[config.mk]
export PLATFORM = sky130hd
export DESIGN_NAME = sar_adc_control
export DESIGN_NICKNAME = d
export VERILOG_FILES = /design/src/hdl/sar_adc_pkg.sv /design/src/hdl/conv_clock_gen.sv /design/src/hdl/sar_sequencer.sv /design/src/hdl/sar_adc_control.sv
export SDC_FILE = /design/constraint.sdc
export NUM_CORES = 1
export LEC_CHECK = 0
export BUFFER_PORTS_ARGS = -buffer_cell sky130_fd_sc_hd__buf_2
export CAP_MARGIN = 20
export CORE_MARGIN = 4
export CORE_UTILIZATION = 34
export DETAILED_ROUTE_END_ITERATION = 7
export GPL_ROUTABILITY_DRIVEN = 0
export GPL_TIMING_DRIVEN = 0
export HOLD_SLACK_MARGIN = 0.02
export PLACE_DENSITY_LB_ADDON = 0.1
export SYNTH_ARGS = -nofsm -noshare
export SYNTH_HDL_FRONTEND = slang
export SYNTH_SLANG_ARGS = --single-unit
[constraint.sdc]
create_clock -name ref_clk_i -period 3.8 [get_ports ref_clk_i]
set_input_delay 1.14 -clock ref_clk_i [delete_from_list [all_inputs] [get_ports ref_clk_i]]
set_output_delay 1.14 -clock ref_clk_i [all_outputs]
set_load 0.1 [all_outputs]
[src/hdl/sar_adc_pkg.sv]
package sar_adc_pkg;

	// ------------------------------------------------------------
	// register addresses (plain port, 4-bit address)
	// ------------------------------------------------------------
	localparam logic [3:0] ADDR_CONTROL0 = 4'h0;
	localparam logic [3:0] ADDR_CONTROL1 = 4'h1;
	localparam logic [3:0] ADDR_RESULT_HIGH = 4'h2;
	localparam logic [3:0] ADDR_RESULT_LOW = 4'h3;
	localparam logic [3:0] ADDR_ANALOG_PIN_SELECT = 4'h4;
	localparam logic [3:0] ADDR_PERIPH_ENABLES_1 = 4'h5;
	localparam logic [3:0] ADDR_PERIPH_FLAGS_1 = 4'h6;
	localparam logic [3:0] ADDR_CORE_CONTROL = 4'h7;

	// ------------------------------------------------------------
	// field positions and reset values
	// ------------------------------------------------------------
	localparam int CTL0_JUSTIFY_BIT = 7;
	localparam int CTL0_REF_BIT = 6;
	localparam int CTL0_CHAN_LSB = 2;
	localparam int CTL0_GO_BIT = 1;
	localparam int CTL0_ON_BIT = 0;
	localparam int CTL1_CLK_LSB = 4;
	localparam int PERIPH_CONV_BIT = 6;
	localparam int CORE_GIE_BIT = 7;
	localparam logic [7:0] PERIPH_IMPL_MASK = 8'h7B;
	localparam logic [7:0] ANALOG_PIN_RESET = 8'hFF;
	localparam logic [7:0] ZERO_BYTE = 8'h00;

	// ------------------------------------------------------------
	// conversion timing
	// ------------------------------------------------------------
	localparam int RESULT_BITS = 10;
	localparam logic [3:0] PERIODS_PER_CONV = 4'hB;
	localparam logic [1:0] ABORT_PERIODS = 2'h2;
	localparam int SYS_CLK_HZ = 40000000;
	localparam int INT_OSC_HZ = 500000;
	localparam int INT_OSC_HALF = SYS_CLK_HZ / INT_OSC_HZ / 2;

	// conversion clock select codes
	localparam logic [2:0] CLKSEL_DIV2 = 3'h0;
	localparam logic [2:0] CLKSEL_DIV4 = 3'h4;
	localparam logic [2:0] CLKSEL_DIV8 = 3'h1;
	localparam logic [2:0] CLKSEL_DIV16 = 3'h5;
	localparam logic [2:0] CLKSEL_DIV32 = 3'h2;
	localparam logic [2:0] CLKSEL_DIV64 = 3'h6;
	localparam logic [1:0] CLKSEL_OSC_LOW = 2'h3;

	// ------------------------------------------------------------
	// carrier types
	// ------------------------------------------------------------
	typedef struct packed {
		logic right_justify;
		logic pos_ref_select;
		logic [3:0] input_channel_select;
		logic conversion_go;
		logic converter_on;
	} control0_type;

	typedef struct packed {
		logic [3:0] addr;
		logic [7:0] wdata;
		logic wr;
		logic rd;
	} bus_req_type;

	typedef enum logic [1:0] {ST_IDLE, ST_CONVERT, ST_RECOVER} seq_state_type;

endpackage

[src/hdl/conv_clock_gen.sv]
`timescale 1ns/1ps
// bit-period tick generator: one tick per conversion period
module conv_clock_gen (
	// clock and reset
	input wire logic ref_clk_i,
	input wire logic sys_rst_i,
	// control
	input wire logic [2:0] clk_sel_i,
	input wire logic run_i,
	// period strobe
	output logic tick_o
);
	logic [5:0] div_reg;
	logic [6:0] osc_reg;
	logic osc_tick;
	logic [5:0] div_mask;
	logic osc_mode;

	// ------------------------------------------------------------
	// divider selection
	// ------------------------------------------------------------
	// divider counts system clocks so period tracks its frequency
	assign osc_mode = (clk_sel_i[1:0] == sar_adc_pkg::CLKSEL_OSC_LOW);
	assign div_mask = (clk_sel_i == sar_adc_pkg::CLKSEL_DIV2) ? 6'h01 :
		(clk_sel_i == sar_adc_pkg::CLKSEL_DIV4) ? 6'h03 :
		(clk_sel_i == sar_adc_pkg::CLKSEL_DIV8) ? 6'h07 :
		(clk_sel_i == sar_adc_pkg::CLKSEL_DIV16) ? 6'h0F :
		(clk_sel_i == sar_adc_pkg::CLKSEL_DIV32) ? 6'h1F : 6'h3F;
	assign osc_tick = (osc_reg == 7'(2 * sar_adc_pkg::INT_OSC_HALF - 1));
	assign tick_o = run_i & (osc_mode ? osc_tick : ((div_reg & div_mask) == div_mask));

	// divider counts only while running and clears otherwise; the oscillator stand-in runs regardless of mode
	always_ff @(posedge ref_clk_i or posedge sys_rst_i) begin
		if (sys_rst_i) begin
			div_reg <= 6'h00;
			osc_reg <= 7'h00;
		end else begin
			div_reg <= run_i ? div_reg + 6'h01 : 6'h00;
			osc_reg <= osc_tick ? 7'h00 : osc_reg + 7'h01;
		end
	end
endmodule // conv_clock_gen

[src/hdl/sar_sequencer.sv]
`timescale 1ns/1ps
// successive-approximation register, msb first
module sar_sequencer (
	// clock and reset
	input wire logic ref_clk_i,
	input wire logic sys_rst_i,
	// control
	input wire logic start_i,
	input wire logic tick_i,
	input wire logic comp_i,
	// trial code to the dac, and finished code
	output logic [9:0] trial_o,
	output logic [9:0] code_o
);
	logic [9:0] sar_reg;
	logic [9:0] bit_reg;
	logic [9:0] sar_next;

	// keep the trial bit if comparator says input is above
	assign sar_next = (comp_i ? sar_reg : (sar_reg & ~bit_reg)) | (bit_reg >> 1);
	assign trial_o = sar_reg;
	assign code_o = sar_reg;

	always_ff @(posedge ref_clk_i or posedge sys_rst_i) begin
		if (sys_rst_i) begin
			sar_reg <= 10'h000;
			bit_reg <= 10'h000;
		end else if (start_i) begin
			sar_reg <= 10'h200;
			bit_reg <= 10'h200;
		end else if (tick_i && bit_reg != 10'h000) begin
			sar_reg <= sar_next; // RULE17
			bit_reg <= bit_reg >> 1;
		end
	end
endmodule // sar_sequencer

[src/hdl/sar_adc_control.sv]
// Function
// RULE1: produce a 10-bit successive-approximation result into result high/low registers.
// RULE2: channel select field routes one analog input to sample-and-hold.
// RULE3: software waits for settling after changing channel before converting.
// RULE4: reference bit picks supply or external pin; negative is ground.
// RULE5: clock select: 000 /2, 100 /4, 001 /8, 101 /16, 010 /32, 110 /64, x11 oscillator.
// RULE6: one bit period resolves one bit; a conversion takes 11 periods.
// RULE7: divided clocks follow system clock; oscillator mode does not.
// RULE8: software picks a setting meeting minimum bit period.
// RULE9: done flag set at every conversion end, regardless of enable.
// RULE10: only software clears the done flag.
// RULE11: interrupt when done flag and its enable are both set.
// RULE12: completion interrupt wakes a sleeping core; next instruction runs first.
// RULE13: after wake, vector to handler only when global enable set.
// RULE14: software sets pin direction and analog select for analog pins.
// RULE15: go with converter on starts; completion clears go, flags, stores result.
// RULE16: go cleared early keeps old result; re-acquire after two periods.
// RULE17: resolve bits msb first, one per period, extra period for disconnect.
// RULE18: unimplemented flag and enable bits read zero, ignore writes.
`timescale 1ns/1ps
module sar_adc_control (
	// clock and reset
	input wire logic ref_clk_i,
	input wire logic sys_rst_i,
	// register port
	input wire logic [3:0] reg_addr_i,
	input wire logic [7:0] reg_wdata_i,
	input wire logic reg_wr_i,
	input wire logic reg_rd_i,
	output logic [7:0] reg_rdata_o,
	// analog front end
	input wire logic comp_i,
	output logic [3:0] chan_sel_o,
	output logic pos_ref_ext_o,
	output logic sample_o,
	output logic [9:0] dac_code_o,
	output logic [7:0] analog_pin_select_o,
	// other peripheral flag sources and core state
	input wire logic [7:0] periph_event_i,
	input wire logic sleeping_i,
	// to the core
	output logic irq_o,
	output logic wake_o,
	output logic vector_o
);
	// ------------------------------------------------------------
	// registers
	// ------------------------------------------------------------
	sar_adc_pkg::control0_type ctl0_reg;
	logic [2:0] clk_sel_reg;
	logic [7:0] res_high_reg;
	logic [7:0] res_low_reg;
	logic [7:0] analog_pin_select_reg;
	logic [7:0] pie_reg;
	logic [7:0] pir_reg;
	logic gie_reg;
	logic [7:0] rdata_reg;
	sar_adc_pkg::seq_state_type state_reg;
	sar_adc_pkg::seq_state_type state_next;
	logic [3:0] period_reg;
	logic [1:0] recov_reg;
	sar_adc_pkg::bus_req_type req;

	// ------------------------------------------------------------
	// decode
	// ------------------------------------------------------------
	logic wr_ctl0, wr_ctl1, wr_analog_pin_select, wr_pie, wr_pir, wr_core;
	logic tick, run, start, done, abort, go_clear_sw;
	logic [9:0] code;
	logic [7:0] pir_set, rd_mux, ctl0_bits;
	logic [7:0] ctl1_bits, core_bits, ev_masked;
	logic [3:0] period_next;
	logic [1:0] recov_next;
	logic sar_tick;

	// one write strobe per writable register
	assign req = '{addr: reg_addr_i, wdata: reg_wdata_i, wr: reg_wr_i, rd: reg_rd_i};
	assign wr_ctl0 = req.wr && req.addr == sar_adc_pkg::ADDR_CONTROL0;
	assign wr_ctl1 = req.wr && req.addr == sar_adc_pkg::ADDR_CONTROL1;
	assign wr_analog_pin_select = req.wr && req.addr == sar_adc_pkg::ADDR_ANALOG_PIN_SELECT;
	assign wr_pie = req.wr && req.addr == sar_adc_pkg::ADDR_PERIPH_ENABLES_1;
	assign wr_pir = req.wr && req.addr == sar_adc_pkg::ADDR_PERIPH_FLAGS_1;
	assign wr_core = req.wr && req.addr == sar_adc_pkg::ADDR_CORE_CONTROL;

	// start needs go and on; ignored while recovering from an abort
	assign start = state_reg == sar_adc_pkg::ST_IDLE && ctl0_reg.conversion_go
		&& ctl0_reg.converter_on; // RULE15
	assign go_clear_sw = wr_ctl0 && !req.wdata[sar_adc_pkg::CTL0_GO_BIT];
	// turning the converter off also abandons a conversion
	assign abort = state_reg == sar_adc_pkg::ST_CONVERT && (go_clear_sw
		|| (wr_ctl0 && !req.wdata[sar_adc_pkg::CTL0_ON_BIT]));
	// an abort in the last period wins over completion
	assign done = state_reg == sar_adc_pkg::ST_CONVERT && tick && !abort
		&& period_reg == sar_adc_pkg::PERIODS_PER_CONV - 4'h1; // RULE6
	// divider runs through conversion and recovery
	assign run = state_reg != sar_adc_pkg::ST_IDLE;
	assign sample_o = state_reg == sar_adc_pkg::ST_IDLE && ctl0_reg.converter_on;

	// counters only move on ticks, and clear outside their own state
	assign period_next = (state_reg != sar_adc_pkg::ST_CONVERT) ? 4'h0 :
		tick ? period_reg + 4'h1 : period_reg;
	assign recov_next = (state_reg != sar_adc_pkg::ST_RECOVER) ? 2'h0 :
		tick ? recov_reg + 2'h1 : recov_reg;

	// sequencer steps only while converting
	assign sar_tick = tick && state_reg == sar_adc_pkg::ST_CONVERT;

	// ------------------------------------------------------------
	// sequencer state
	// ------------------------------------------------------------
	always_comb begin
		state_next = state_reg;
		unique case (state_reg)
			sar_adc_pkg::ST_IDLE: begin
				if (start) begin
					state_next = sar_adc_pkg::ST_CONVERT;
				end
			end
			sar_adc_pkg::ST_CONVERT: begin
				if (abort) begin
					state_next = sar_adc_pkg::ST_RECOVER; // RULE16
				end else if (done) begin
					state_next = sar_adc_pkg::ST_IDLE;
				end
			end
			// recovery waits two periods before the next acquisition
			sar_adc_pkg::ST_RECOVER: begin
				if (tick && recov_reg == sar_adc_pkg::ABORT_PERIODS - 2'h1) begin
					state_next = sar_adc_pkg::ST_IDLE; // RULE16
				end
			end
		endcase
	end

	// sequencer state
	always_ff @(posedge ref_clk_i or posedge sys_rst_i) begin
		if (sys_rst_i) begin
			state_reg <= sar_adc_pkg::ST_IDLE;
		end else begin
			state_reg <= state_next;
		end
	end

	// bit periods elapsed in this conversion
	always_ff @(posedge ref_clk_i or posedge sys_rst_i) begin
		if (sys_rst_i) begin
			period_reg <= 4'h0;
		end else begin
			period_reg <= period_next;
		end
	end

	// bit periods elapsed since an abort
	always_ff @(posedge ref_clk_i or posedge sys_rst_i) begin
		if (sys_rst_i) begin
			recov_reg <= 2'h0;
		end else begin
			recov_reg <= recov_next;
		end
	end

	// ------------------------------------------------------------
	// submodules
	// ------------------------------------------------------------
	conv_clock_gen u_clk (
		.ref_clk_i(ref_clk_i),
		.sys_rst_i(sys_rst_i),
		.clk_sel_i(clk_sel_reg), // RULE5 RULE7
		.run_i(run),
		.tick_o(tick)
	);

	sar_sequencer u_sar (
		.ref_clk_i(ref_clk_i),
		.sys_rst_i(sys_rst_i),
		.start_i(start),
		.tick_i(sar_tick),
		.comp_i(comp_i),
		.trial_o(dac_code_o),
		.code_o(code)
	);

	// ------------------------------------------------------------
	// control and configuration registers
	// ------------------------------------------------------------
	// hardware clear of go on completion; it yields to a software write in that cycle
	always_ff @(posedge ref_clk_i or posedge sys_rst_i) begin
		if (sys_rst_i) begin
			ctl0_reg <= '0;
		end else if (wr_ctl0) begin
			ctl0_reg <= sar_adc_pkg::control0_type'(req.wdata); // RULE2 RULE4
		end else if (done) begin
			ctl0_reg.conversion_go <= 1'b0; // RULE15
		end
	end

	// conversion clock select
	always_ff @(posedge ref_clk_i or posedge sys_rst_i) begin
		if (sys_rst_i) begin
			clk_sel_reg <= 3'h0;
		end else if (wr_ctl1) begin
			clk_sel_reg <= req.wdata[sar_adc_pkg::CTL1_CLK_LSB +: 3];
		end
	end

	// analog pin select, all analog out of reset
	always_ff @(posedge ref_clk_i or posedge sys_rst_i) begin
		if (sys_rst_i) begin
			analog_pin_select_reg <= sar_adc_pkg::ANALOG_PIN_RESET;
		end else if (wr_analog_pin_select) begin
			analog_pin_select_reg <= req.wdata;
		end
	end

	// interrupt enables, unimplemented bits held at zero
	always_ff @(posedge ref_clk_i or posedge sys_rst_i) begin
		if (sys_rst_i) begin
			pie_reg <= sar_adc_pkg::ZERO_BYTE;
		end else if (wr_pie) begin
			pie_reg <= req.wdata & sar_adc_pkg::PERIPH_IMPL_MASK; // RULE18
		end
	end

	// global enable, decides vectoring after a wake
	always_ff @(posedge ref_clk_i or posedge sys_rst_i) begin
		if (sys_rst_i) begin
			gie_reg <= 1'b0;
		end else if (wr_core) begin
			gie_reg <= req.wdata[sar_adc_pkg::CORE_GIE_BIT];
		end
	end

	// ------------------------------------------------------------
	// result and flag registers
	// ------------------------------------------------------------
	// other sources never touch the conversion flag bit
	assign ev_masked = periph_event_i & sar_adc_pkg::PERIPH_IMPL_MASK
		& ~({7'h00, 1'b1} << sar_adc_pkg::PERIPH_CONV_BIT);
	assign pir_set = ev_masked | ({7'h00, done} << sar_adc_pkg::PERIPH_CONV_BIT);

	// results only load on a full conversion, so an abort keeps the old pair
	always_ff @(posedge ref_clk_i or posedge sys_rst_i) begin
		if (sys_rst_i) begin
			res_high_reg <= sar_adc_pkg::ZERO_BYTE;
			res_low_reg <= sar_adc_pkg::ZERO_BYTE;
		end else if (done && ctl0_reg.right_justify) begin
			res_high_reg <= {6'h00, code[9:8]}; // RULE1
			res_low_reg <= code[7:0];
		end else if (done) begin
			res_high_reg <= code[9:2]; // RULE1
			res_low_reg <= {code[1:0], 6'h00};
		end
	end

	// write-one-to-clear; a set in the same cycle wins
	always_ff @(posedge ref_clk_i or posedge sys_rst_i) begin
		if (sys_rst_i) begin
			pir_reg <= sar_adc_pkg::ZERO_BYTE;
		end else begin
			pir_reg <= ((wr_pir ? pir_reg & ~req.wdata : pir_reg) | pir_set)
				& sar_adc_pkg::PERIPH_IMPL_MASK; // RULE9 RULE10 RULE18
		end
	end

	// ------------------------------------------------------------
	// interrupt, wake and vector
	// ------------------------------------------------------------
	// level request, dropped only through the flag or enable register
	assign irq_o = |(pir_reg & pie_reg); // RULE11
	assign wake_o = irq_o && sleeping_i; // RULE12
	assign vector_o = irq_o && gie_reg; // RULE13

	// ------------------------------------------------------------
	// read port
	// ------------------------------------------------------------
	// register images, unimplemented bits as zero
	assign ctl0_bits = 8'(ctl0_reg);
	assign ctl1_bits = {1'b0, clk_sel_reg, 4'h0};
	assign core_bits = {gie_reg, 7'h00};
	// unmapped addresses read as zero
	assign rd_mux = (req.addr == sar_adc_pkg::ADDR_CONTROL0) ? ctl0_bits :
		(req.addr == sar_adc_pkg::ADDR_CONTROL1) ? ctl1_bits :
		(req.addr == sar_adc_pkg::ADDR_RESULT_HIGH) ? res_high_reg :
		(req.addr == sar_adc_pkg::ADDR_RESULT_LOW) ? res_low_reg :
		(req.addr == sar_adc_pkg::ADDR_ANALOG_PIN_SELECT) ? analog_pin_select_reg :
		(req.addr == sar_adc_pkg::ADDR_PERIPH_ENABLES_1) ? pie_reg :
		(req.addr == sar_adc_pkg::ADDR_PERIPH_FLAGS_1) ? pir_reg :
		(req.addr == sar_adc_pkg::ADDR_CORE_CONTROL) ? core_bits :
		sar_adc_pkg::ZERO_BYTE;

	// read data valid the cycle after the strobe only
	always_ff @(posedge ref_clk_i or posedge sys_rst_i) begin
		if (sys_rst_i) begin
			rdata_reg <= sar_adc_pkg::ZERO_BYTE;
		end else begin
			rdata_reg <= req.rd ? rd_mux : sar_adc_pkg::ZERO_BYTE;
		end
	end

	// outputs straight from registers
	assign reg_rdata_o = rdata_reg;
	assign chan_sel_o = ctl0_reg.input_channel_select; // RULE2
	assign pos_ref_ext_o = ctl0_reg.pos_ref_select; // RULE4
	assign analog_pin_select_o = analog_pin_select_reg;
endmodule // sar_adc_control

# Word level (Yosys, flattened, before mapping)

Cells that the tools add are included.

Bits in registers: 97
Bits of input ports: 26
Output and inout bits: 35
Word-level logic and storage cells: 131

Add/sub/neg operators: 4
Equality and inequality tests: 23
Mux-type cells: 38
Bitwise operators: 10
Reduce and logical (&&, ||, !) cells: 36

Operator list:

| kind                | number |
|---|---|
| $mux 8              | 13 |
| $mux 10             | 5 |
| $mux 6              | 6 |
| $logic_and 1x1->1   | 20 |
| $eq 4x3->1 const B  | 4 |
| $and 7x7->7         | 2 |
| $mux 7              | 2 |
| $mux 2              | 6 |
| $reduce_bool 2->1   | 6 |
| $and 10x10->10      | 1 |
| $not 10->10         | 1 |
| $or 10x9->10        | 1 |
| $reduce_bool 10->1  | 1 |
| $eq 4x2->1 const B  | 2 |
| $mux 4              | 2 |
| $reduce_or 8->1     | 1 |
| $add 7x1->7 const B | 1 |
| $eq 7x7->1 const B  | 1 |
| $not 7->7           | 1 |
| $or 6x7->7          | 1 |
| $or 7x7->7          | 1 |
| $add 6x1->6 const B | 1 |
| $and 6x6->6         | 1 |
| $eq 3x3->1 const B  | 2 |
| 21 further kinds    | 29 |

# Depth between registers and ports, before layout

Gate-level depths: netlist (run 1).

Depth in word-level cells: 16
Mapped depth: 9
Mapped depth without buffers: 7

# Modules after synthesis

A second synthesis (run 1) with hierarchy kept.

Cells, all modules: 436
Area total of the unflattened synthesis: 4877.2 µm²

By module, submodules not included:

| module          | times used | cells each | area each (µm²) | seq. area each (µm²) |
|---|---|---|---|---|
| sar_adc_control | 1          | 288        | 3349.5          | 1611.5 |
| sar_sequencer   | 1          | 88         | 895.9           | 500.5 |
| conv_clock_gen  | 1          | 60         | 631.9           | 325.3 |

# Worst setup path after synthesis (run 1)

OpenSTA, ideal clock, no wires.

Path kind: register -> output
From: reg pir_reg[3]
To: out vector_o
Arrival time: 2.164 ns
Data required time: 2.660 ns
Path slack: 0.496 ns
Cell stages (with the launch flop): 4
Path buffers: 0
Path through: dfrtp_1 -> a22oi_1 -> nand3_1 -> and2_1

Cells in the longest elaborated chain, start to end: 3

RTL lines:

| item                     | line                   | RTL |
|---|---|---|
| start: declaration       | sar_adc_control.sv:55  | `logic [7:0] pir_reg;` |
| start signal: assignment | sar_adc_control.sv:258 | `pir_reg <= sar_adc_pkg::ZERO_BYTE;` |
| start signal: assignment | sar_adc_control.sv:260 | `pir_reg <= ((wr_pir ? pir_reg & ~req.wdata : pir_reg) \| pir_set)` |
| $and 7x7->7              | sar_adc_control.sv:269 | `assign irq_o = \|(pir_reg & pie_reg);` |
| $reduce_or 8->1          | sar_adc_control.sv:269 |  |
| net irq_o                | sar_adc_control.sv:42  | `output logic irq_o,` |
| $logic_and 1x1->1        | sar_adc_control.sv:271 | `assign vector_o = irq_o && gie_reg;` |
| end: declaration         | sar_adc_control.sv:44  | `output logic vector_o` |

The timed path passes the listed nets, and every way through them passes these cells.

# Final worst setup path (run 1)

From: reg state_reg[1]
To: out sample_o

Cells in the longest elaborated chain, start to end: 2

RTL lines:

| item                     | line                   | RTL |
|---|---|---|
| start: declaration       | sar_adc_control.sv:58  | `sar_adc_pkg::seq_state_type state_reg;` |
| start signal: assignment | sar_adc_control.sv:138 | `state_reg <= sar_adc_pkg::ST_IDLE;` |
| start signal: assignment | sar_adc_control.sv:140 | `state_reg <= state_next;` |
| $logic_not 2->1          | sar_adc_control.sv:97  | `assign sample_o = state_reg == sar_adc_pkg::ST_IDLE && ctl0_reg.converter_on;` |
| $logic_and 1x1->1        | sar_adc_control.sv:97  |  |
| end: declaration         | sar_adc_control.sv:35  | `output logic sample_o,` |

Every way passes these cells.

==> flow_metrics.tcl, run 1 <==
set metrics [dict create \
    place_hpwl_um 8150 \
    cts_setup_buffers 0 \
    hold_depth 1 \
    fmax_mhz 328 \
    status "finished, final reports clean" \
    io_pins 61 \
    syn2layout_area_growth_pct 17.1 \
    gr-total-overflow 0 \
    synthXorXnorAreaFrac_pct 1.66 \
    ir_drop_uv 232 \
    period_share_pct 80.3 \
    synth.cell_area_mm2 0.00475 \
    synthDistinctLibCells 53 \
    grt_usage_pct 14.6 \
    switching_share_pct 41.2 \
    tightest_slew_ns 1.07 \
    place_inst 654 \
    cts-buffers-inserted 9 \
    grt_pass1_vias 3515 \
    ctsResizeCount 0 \
    startpoint_type "flop" \
    ant_nets 0 \
    antenna_found_initial 0 \
    setup_viol 0 \
    crit_fanout 10 \
    grt_start_max_net_pins 51 \
    first_pass_iters 4 \
    worst_setup_path_end_kind "output port" \
    num_antenna_cells 0 \
    required_ns 2.66 \
    period_needed_ns 3.05 \
    cts_root_buf "clkbuf_16" \
    layout_common_cells "dfrtp_1, buf_2, nand2_1" \
    ys_seq_area_share_pct 51.3 \
    power_density_mw_per_mm2 618 \
    hold_violations 0 \
    slew_headroom_pct 28.4 \
    p_int_w 0.00202 \
    wl_per_cell_um 16.3 \
    cts.sinks 97 \
    crit_path_frequent_cell "buf_2" \
    synth-simple-area-share_pct 15.0 \
    htreeDepth 3 \
    rows 42 \
    synth-seq-cells 97 \
    synth-compound-area-share_pct 11.3 \
    cp.arrival_ns 1.91 \
    setup-tns-final_ns 0 \
    critical_path.cell_chain "inv_1 -> ha_1 -> buf_2 -> and2_1 -> buf_2" \
    cp_slowest_cell "buf_2" \
    synthArstFlopShare_pct 100 \
    comb_power_share_pct 35.4 \
    port_buffers 55 \
    path_buf_inv 3 \
    cts_hold_buf 0 \
    drive_above_1_share_pct 28.7 \
    ys.flop_type "dfrtp_1" \
    finalNetCount 523 \
    p_leak_nw 2.65 \
    clk_latency_ns 0.34 \
    synthMuxAreaShare_pct 15.3 \
    final_cells 670 \
    p_seq_share_pct 39.4 \
    drv_cap 0 \
    routed_wirelength_um 10900 \
    drcViolationCount 0 \
    vias 3338 \
    min_path_type "reg -> reg" \
    layout_commonest_cell "dfrtp_1" \
    reg2reg_depth 9 \
    skew_ns 0.00534 \
    path_delay_family "buffers and inverters" \
    placeableCoreArea_mm2 0.0135 \
    syn-num-nets 456 \
    maxSlewViolCount 0 \
    cp.depth 5 \
    yosys.area_share.adder_pct 2.11 \
    dieArea_mm2 0.0159 \
    yosysWarnings 0 \
    clockBufferDepth 2 \
    synthCells 422 \
    cts_tree "built" \
    p_sw_w 0.00141 \
    multi_input_area_mm2 0.00216 \
    cts.clk_slew.worst_paths_ns 0.06 \
    via_per_inst 4.98 \
    die_h_um 126 \
    synth_edf_count 0 \
    critPathKind "reg -> out" \
    critPathMaxStageDelay_ns 0.45 \
    clockPowerShare_pct 25.2 \
    drt_iter0_drc 145 \
    rsz0062_at_grt "false" \
    synth_area_per_cell_um2 11.3 \
    synth_top_family_by_area "multiplexers" \
    seqCellArea_mm2 0.00244 \
    grt_pass1_wl_um 18400 \
    fillCellCount 1360 \
    die_x_um 126 \
    initial_core_util_pct 35.3 \
]
## through the flow
step	power [W]	setup WS, ns	utilization, %	hold slack, ns	area, um2
3_5_place_dp	0.00261	0.843	39.2	0.480	5280
4_1_cts	0.00350	0.724	41.4	0.490	5570
5_1_grt	0.00363	0.635	41.4	0.518	5570
6_report	0.00344	0.748	41.4	0.485	5570
3_3_place_gp	0.00259	-1.13	39.0	0.479	5250
2_1_floorplan	0.00235	0.140	-	0.445	4750
## power groups by stage
stage	Clock [W]	Combinational (W)	Sequential (W)
floorplan	0	0.000631	0.00172
global placement	0	0.00122	0.00137
detailed placement	0	0.00123	0.00138
CTS	0.000906	0.00123	0.00136
global route	0.000941	0.00131	0.00138
finish	0.000866	0.00122	0.00135
## worst paths after layout
| kind | slack (ns) | to | start |
|---|---|---|---|
| setup / recovery | 0.75 | sample_o | state_reg[1] |
| setup reg to reg | 1.43 | res_low_reg[7] | state_reg[1] |
| max in group asynchronous | 2.20 | analog_pin_select_o[7] | sys_rst_i |
| hold / removal | 0.49 | u_clk.osc_reg[0] | u_clk.osc_reg[0] |
| min in group asynchronous | 0.88 | pir_reg[4] | sys_rst_i |
| hold reg to reg | 0.49 | u_clk.osc_reg[0] | u_clk.osc_reg[0] |
## cells in the mapped netlist, types with 4 or more instances
master     count  area, um2
a211oi_1       8       60.1
a21o_1         7       52.6
a21oi_1       21        105
a22o_1         4       35.0
a311oi_1       5       43.8
a31oi_1        5       31.3
and2_1         6       37.5
buf_2          7       35.0
buf_4          4       30.0
clkbuf_1       7       26.3
dfrtp_1       89       2230
dfstp_2        8        210
ha_1           8        100
inv_1         13       48.8
mux2_2        36        405
mux2i_1       21        210
nand2_1       38        143
nand2b_1       9       56.3
nand3_1        9       45.0
nand3b_1       4       30.0
nor2_1        31        116
nor2b_1       16        100
o21ai_0        9       45.0
o2bb2ai_1      5       43.8
xnor2_1        4       35.0
xor2_1         5       43.8
## logic make-up after synthesis
family | count (synthesis)
and+or+nand+nor | 133
xor gates and xnor gates | 9
DFF | 97
AOI/OAI and AO/OA | 78
muxes | 63
buffers and inverters | 34
adders and majority gates | 8
## final cells by class
type,instances,share of cell area [%]
clock inverters,3,0.270
repair buffers,56,5.44
well taps,176,3.96
clock buffers,13,4.86
inverters,13,0.922
plain buffers,21,1.98
flip-flops and latches,97,43.8
multi-input cells,291,38.8
## per-layer routing
layer / wire length [um] / GRT usage (%)
met5: 0 / 0
met4: 260 / 6.62
met3: 398 / 2.88
met2: 5310 / 24.2
met1: 4950 / 18.4
(Power assumes the default switching activity.)
==> run 2: changes to the inputs <==
==> constraint.sdc (replaced) <==
create_clock -name ref_clk_i -period 3.05 [get_ports ref_clk_i]
set_input_delay 0.915 -clock ref_clk_i [delete_from_list [all_inputs] [get_ports ref_clk_i]]
set_output_delay 0.915 -clock ref_clk_i [all_outputs]
set_load 0.1 [all_outputs]
==> flow_metrics.tcl, run 2 (synthesis results as in run 1) <==
set metrics [dict create \
    cts.clk_slew.worst_paths_ns 0.06 \
    num_antenna_cells 0 \
    cts_tree "built" \
    required_ns 2.13 \
    port_buffers 55 \
    clk_latency_ns 0.34 \
    period_needed_ns 2.80 \
    tightest_slew_ns 1.08 \
    via_per_inst 5.02 \
    cp.arrival_ns 1.89 \
    setup_viol 0 \
    hold_ws_ns 0.491 \
    power_density_mw_per_mm2 767 \
    place_inst 656 \
    layout_commonest_cell "dfrtp_1" \
    maxSlewViolCount 0 \
    status "finished, final reports clean" \
    p_leak_nw 2.65 \
    die_x_um 126 \
    met3_length_um 416 \
    wl_per_cell_um 16.5 \
    final_cells 672 \
    antenna_found_initial 0 \
    hold_violations 0 \
    setup-tns-final_ns 0 \
    initial_core_util_pct 35.3 \
    critical_path.cell_chain "inv_1 -> ha_1 -> buf_2 -> and2_1 -> buf_2" \
    min_path_type "reg -> reg" \
    vias 3372 \
    ctsResizeCount 0 \
    ir_drop_uv 262 \
    place_hpwl_um 8350 \
    drive_above_1_share_pct 28.6 \
    syn2layout_area_growth_pct 17.8 \
    cp_slowest_cell "buf_2" \
    finalNetCount 525 \
    final_core_util_pct 41.6 \
    die_h_um 126 \
    gr-total-overflow 0 \
    io_pins 61 \
    crit_path_frequent_cell "buf_2" \
    fmax_mhz 357 \
    grt_usage_pct 14.6 \
    critPathMaxStageDelay_ns 0.44 \
    cts_setup_buffers 0 \
    grt_start_max_net_pins 26 \
    cts_root_buf "clkbuf_16" \
    crit_fanout 10 \
    slew_headroom_pct 27.6 \
    cts_hold_buf 0 \
    total_power_w 0.00429 \
    dieArea_mm2 0.0159 \
    drv_cap 0 \
    dr_wl_met2_um 5250 \
    placeableCoreArea_mm2 0.0135 \
    maxUsedRoutingLayer "met4" \
    routed_wirelength_um 11100 \
    drcViolationCount 0 \
    critPathKind "reg -> out" \
    layout_common_cells "dfrtp_1, buf_2, nand2_1" \
    worst_setup_path_end_kind "output port" \
    rsz0062_at_grt "false" \
    htreeDepth 3 \
    ant_nets 0 \
    grt_pass1_vias 3443 \
    cts-buffers-inserted 9 \
    period_share_pct 91.8 \
    rows 42 \
    skew_ns 0.00795 \
    drt_iter0_drc 243 \
    first_pass_iters 4 \
    clockBufferDepth 2 \
    wl_met1_um 5180 \
    fillCellCount 1340 \
    startpoint_type "flop" \
    grt_pass1_wl_um 18500 \
    cts.sinks 97 \
]
[run 2: cell count changes in the layout (fill, tap and decap cells not counted), sizes merged]
| cell | delta |
|---|---|
| clkbuf | +3 |
| clkinv | -3 |
| buf | +2 |
| clkinvlp | +1 |
| inv | -1 |
[run 2: stage by stage]
step	instance area [um2]	setup slack (ns)
floorplan	4760	0.342
global placement	5260	0.261
detailed placement	5320	0.308
CTS	5600	0.213
global route	5600	0.0841
finish	5600	0.249
[run 2: layout make-up]
cell class / instances / area [um2] / share of cell area (%)
buffer: 21 / 110 / 1.97
tap: 176 / 220 / 3.93
timing repair buffer: 58 / 335 / 5.99
sequential: 97 / 2440 / 43.5
clock buffer: 16 / 282 / 5.03
multi-input combinational: 291 / 2160 / 38.6
inverter: 13 / 52.6 / 0.938
[run 2: metal layers]
| layer | track usage (%) | vias to the layer above |
|---|---|---|
| met5 | 0 | - |
| met3 | 2.84 | 18 |
| met4 | 6.44 | 0 |
| li1 | - | 1633 |
| met1 | 19.5 | 1654 |
| met2 | 23.1 | 67 |
[run 2: critical path, delay by kind of cell (launching register included)]
family / cells / cell delay (ns)
fa+ha+maj: 1 / 0.16
buf+inv: 3 / 0.76
flops: 1 / 0.41
simple gates: 1 / 0.21
[run 2: worst paths after layout]
kind                                  start               end  slack, ns  cells after the start
min reg2reg                u_clk.div_reg[0]  u_clk.div_reg[0]       0.49                      1
max                            state_reg[1]          sample_o       0.25                      5
max reg2reg                    state_reg[1]    res_low_reg[6]       0.70                      9
max in group asynchronous         sys_rst_i   u_sar.code_o[3]       1.72                      4
min in group asynchronous         sys_rst_i        pie_reg[0]       0.62                      2
min                        u_clk.div_reg[0]  u_clk.div_reg[0]       0.49                      1
[run 2: power by group]
group | total, W | internal [W] | switching, W
clock | 0.00108 | 0.000622 | 0.000456
sequential | 0.00169 | 0.00149 | 0.000195
combinational | 0.00153 | 0.000416 | 0.00111
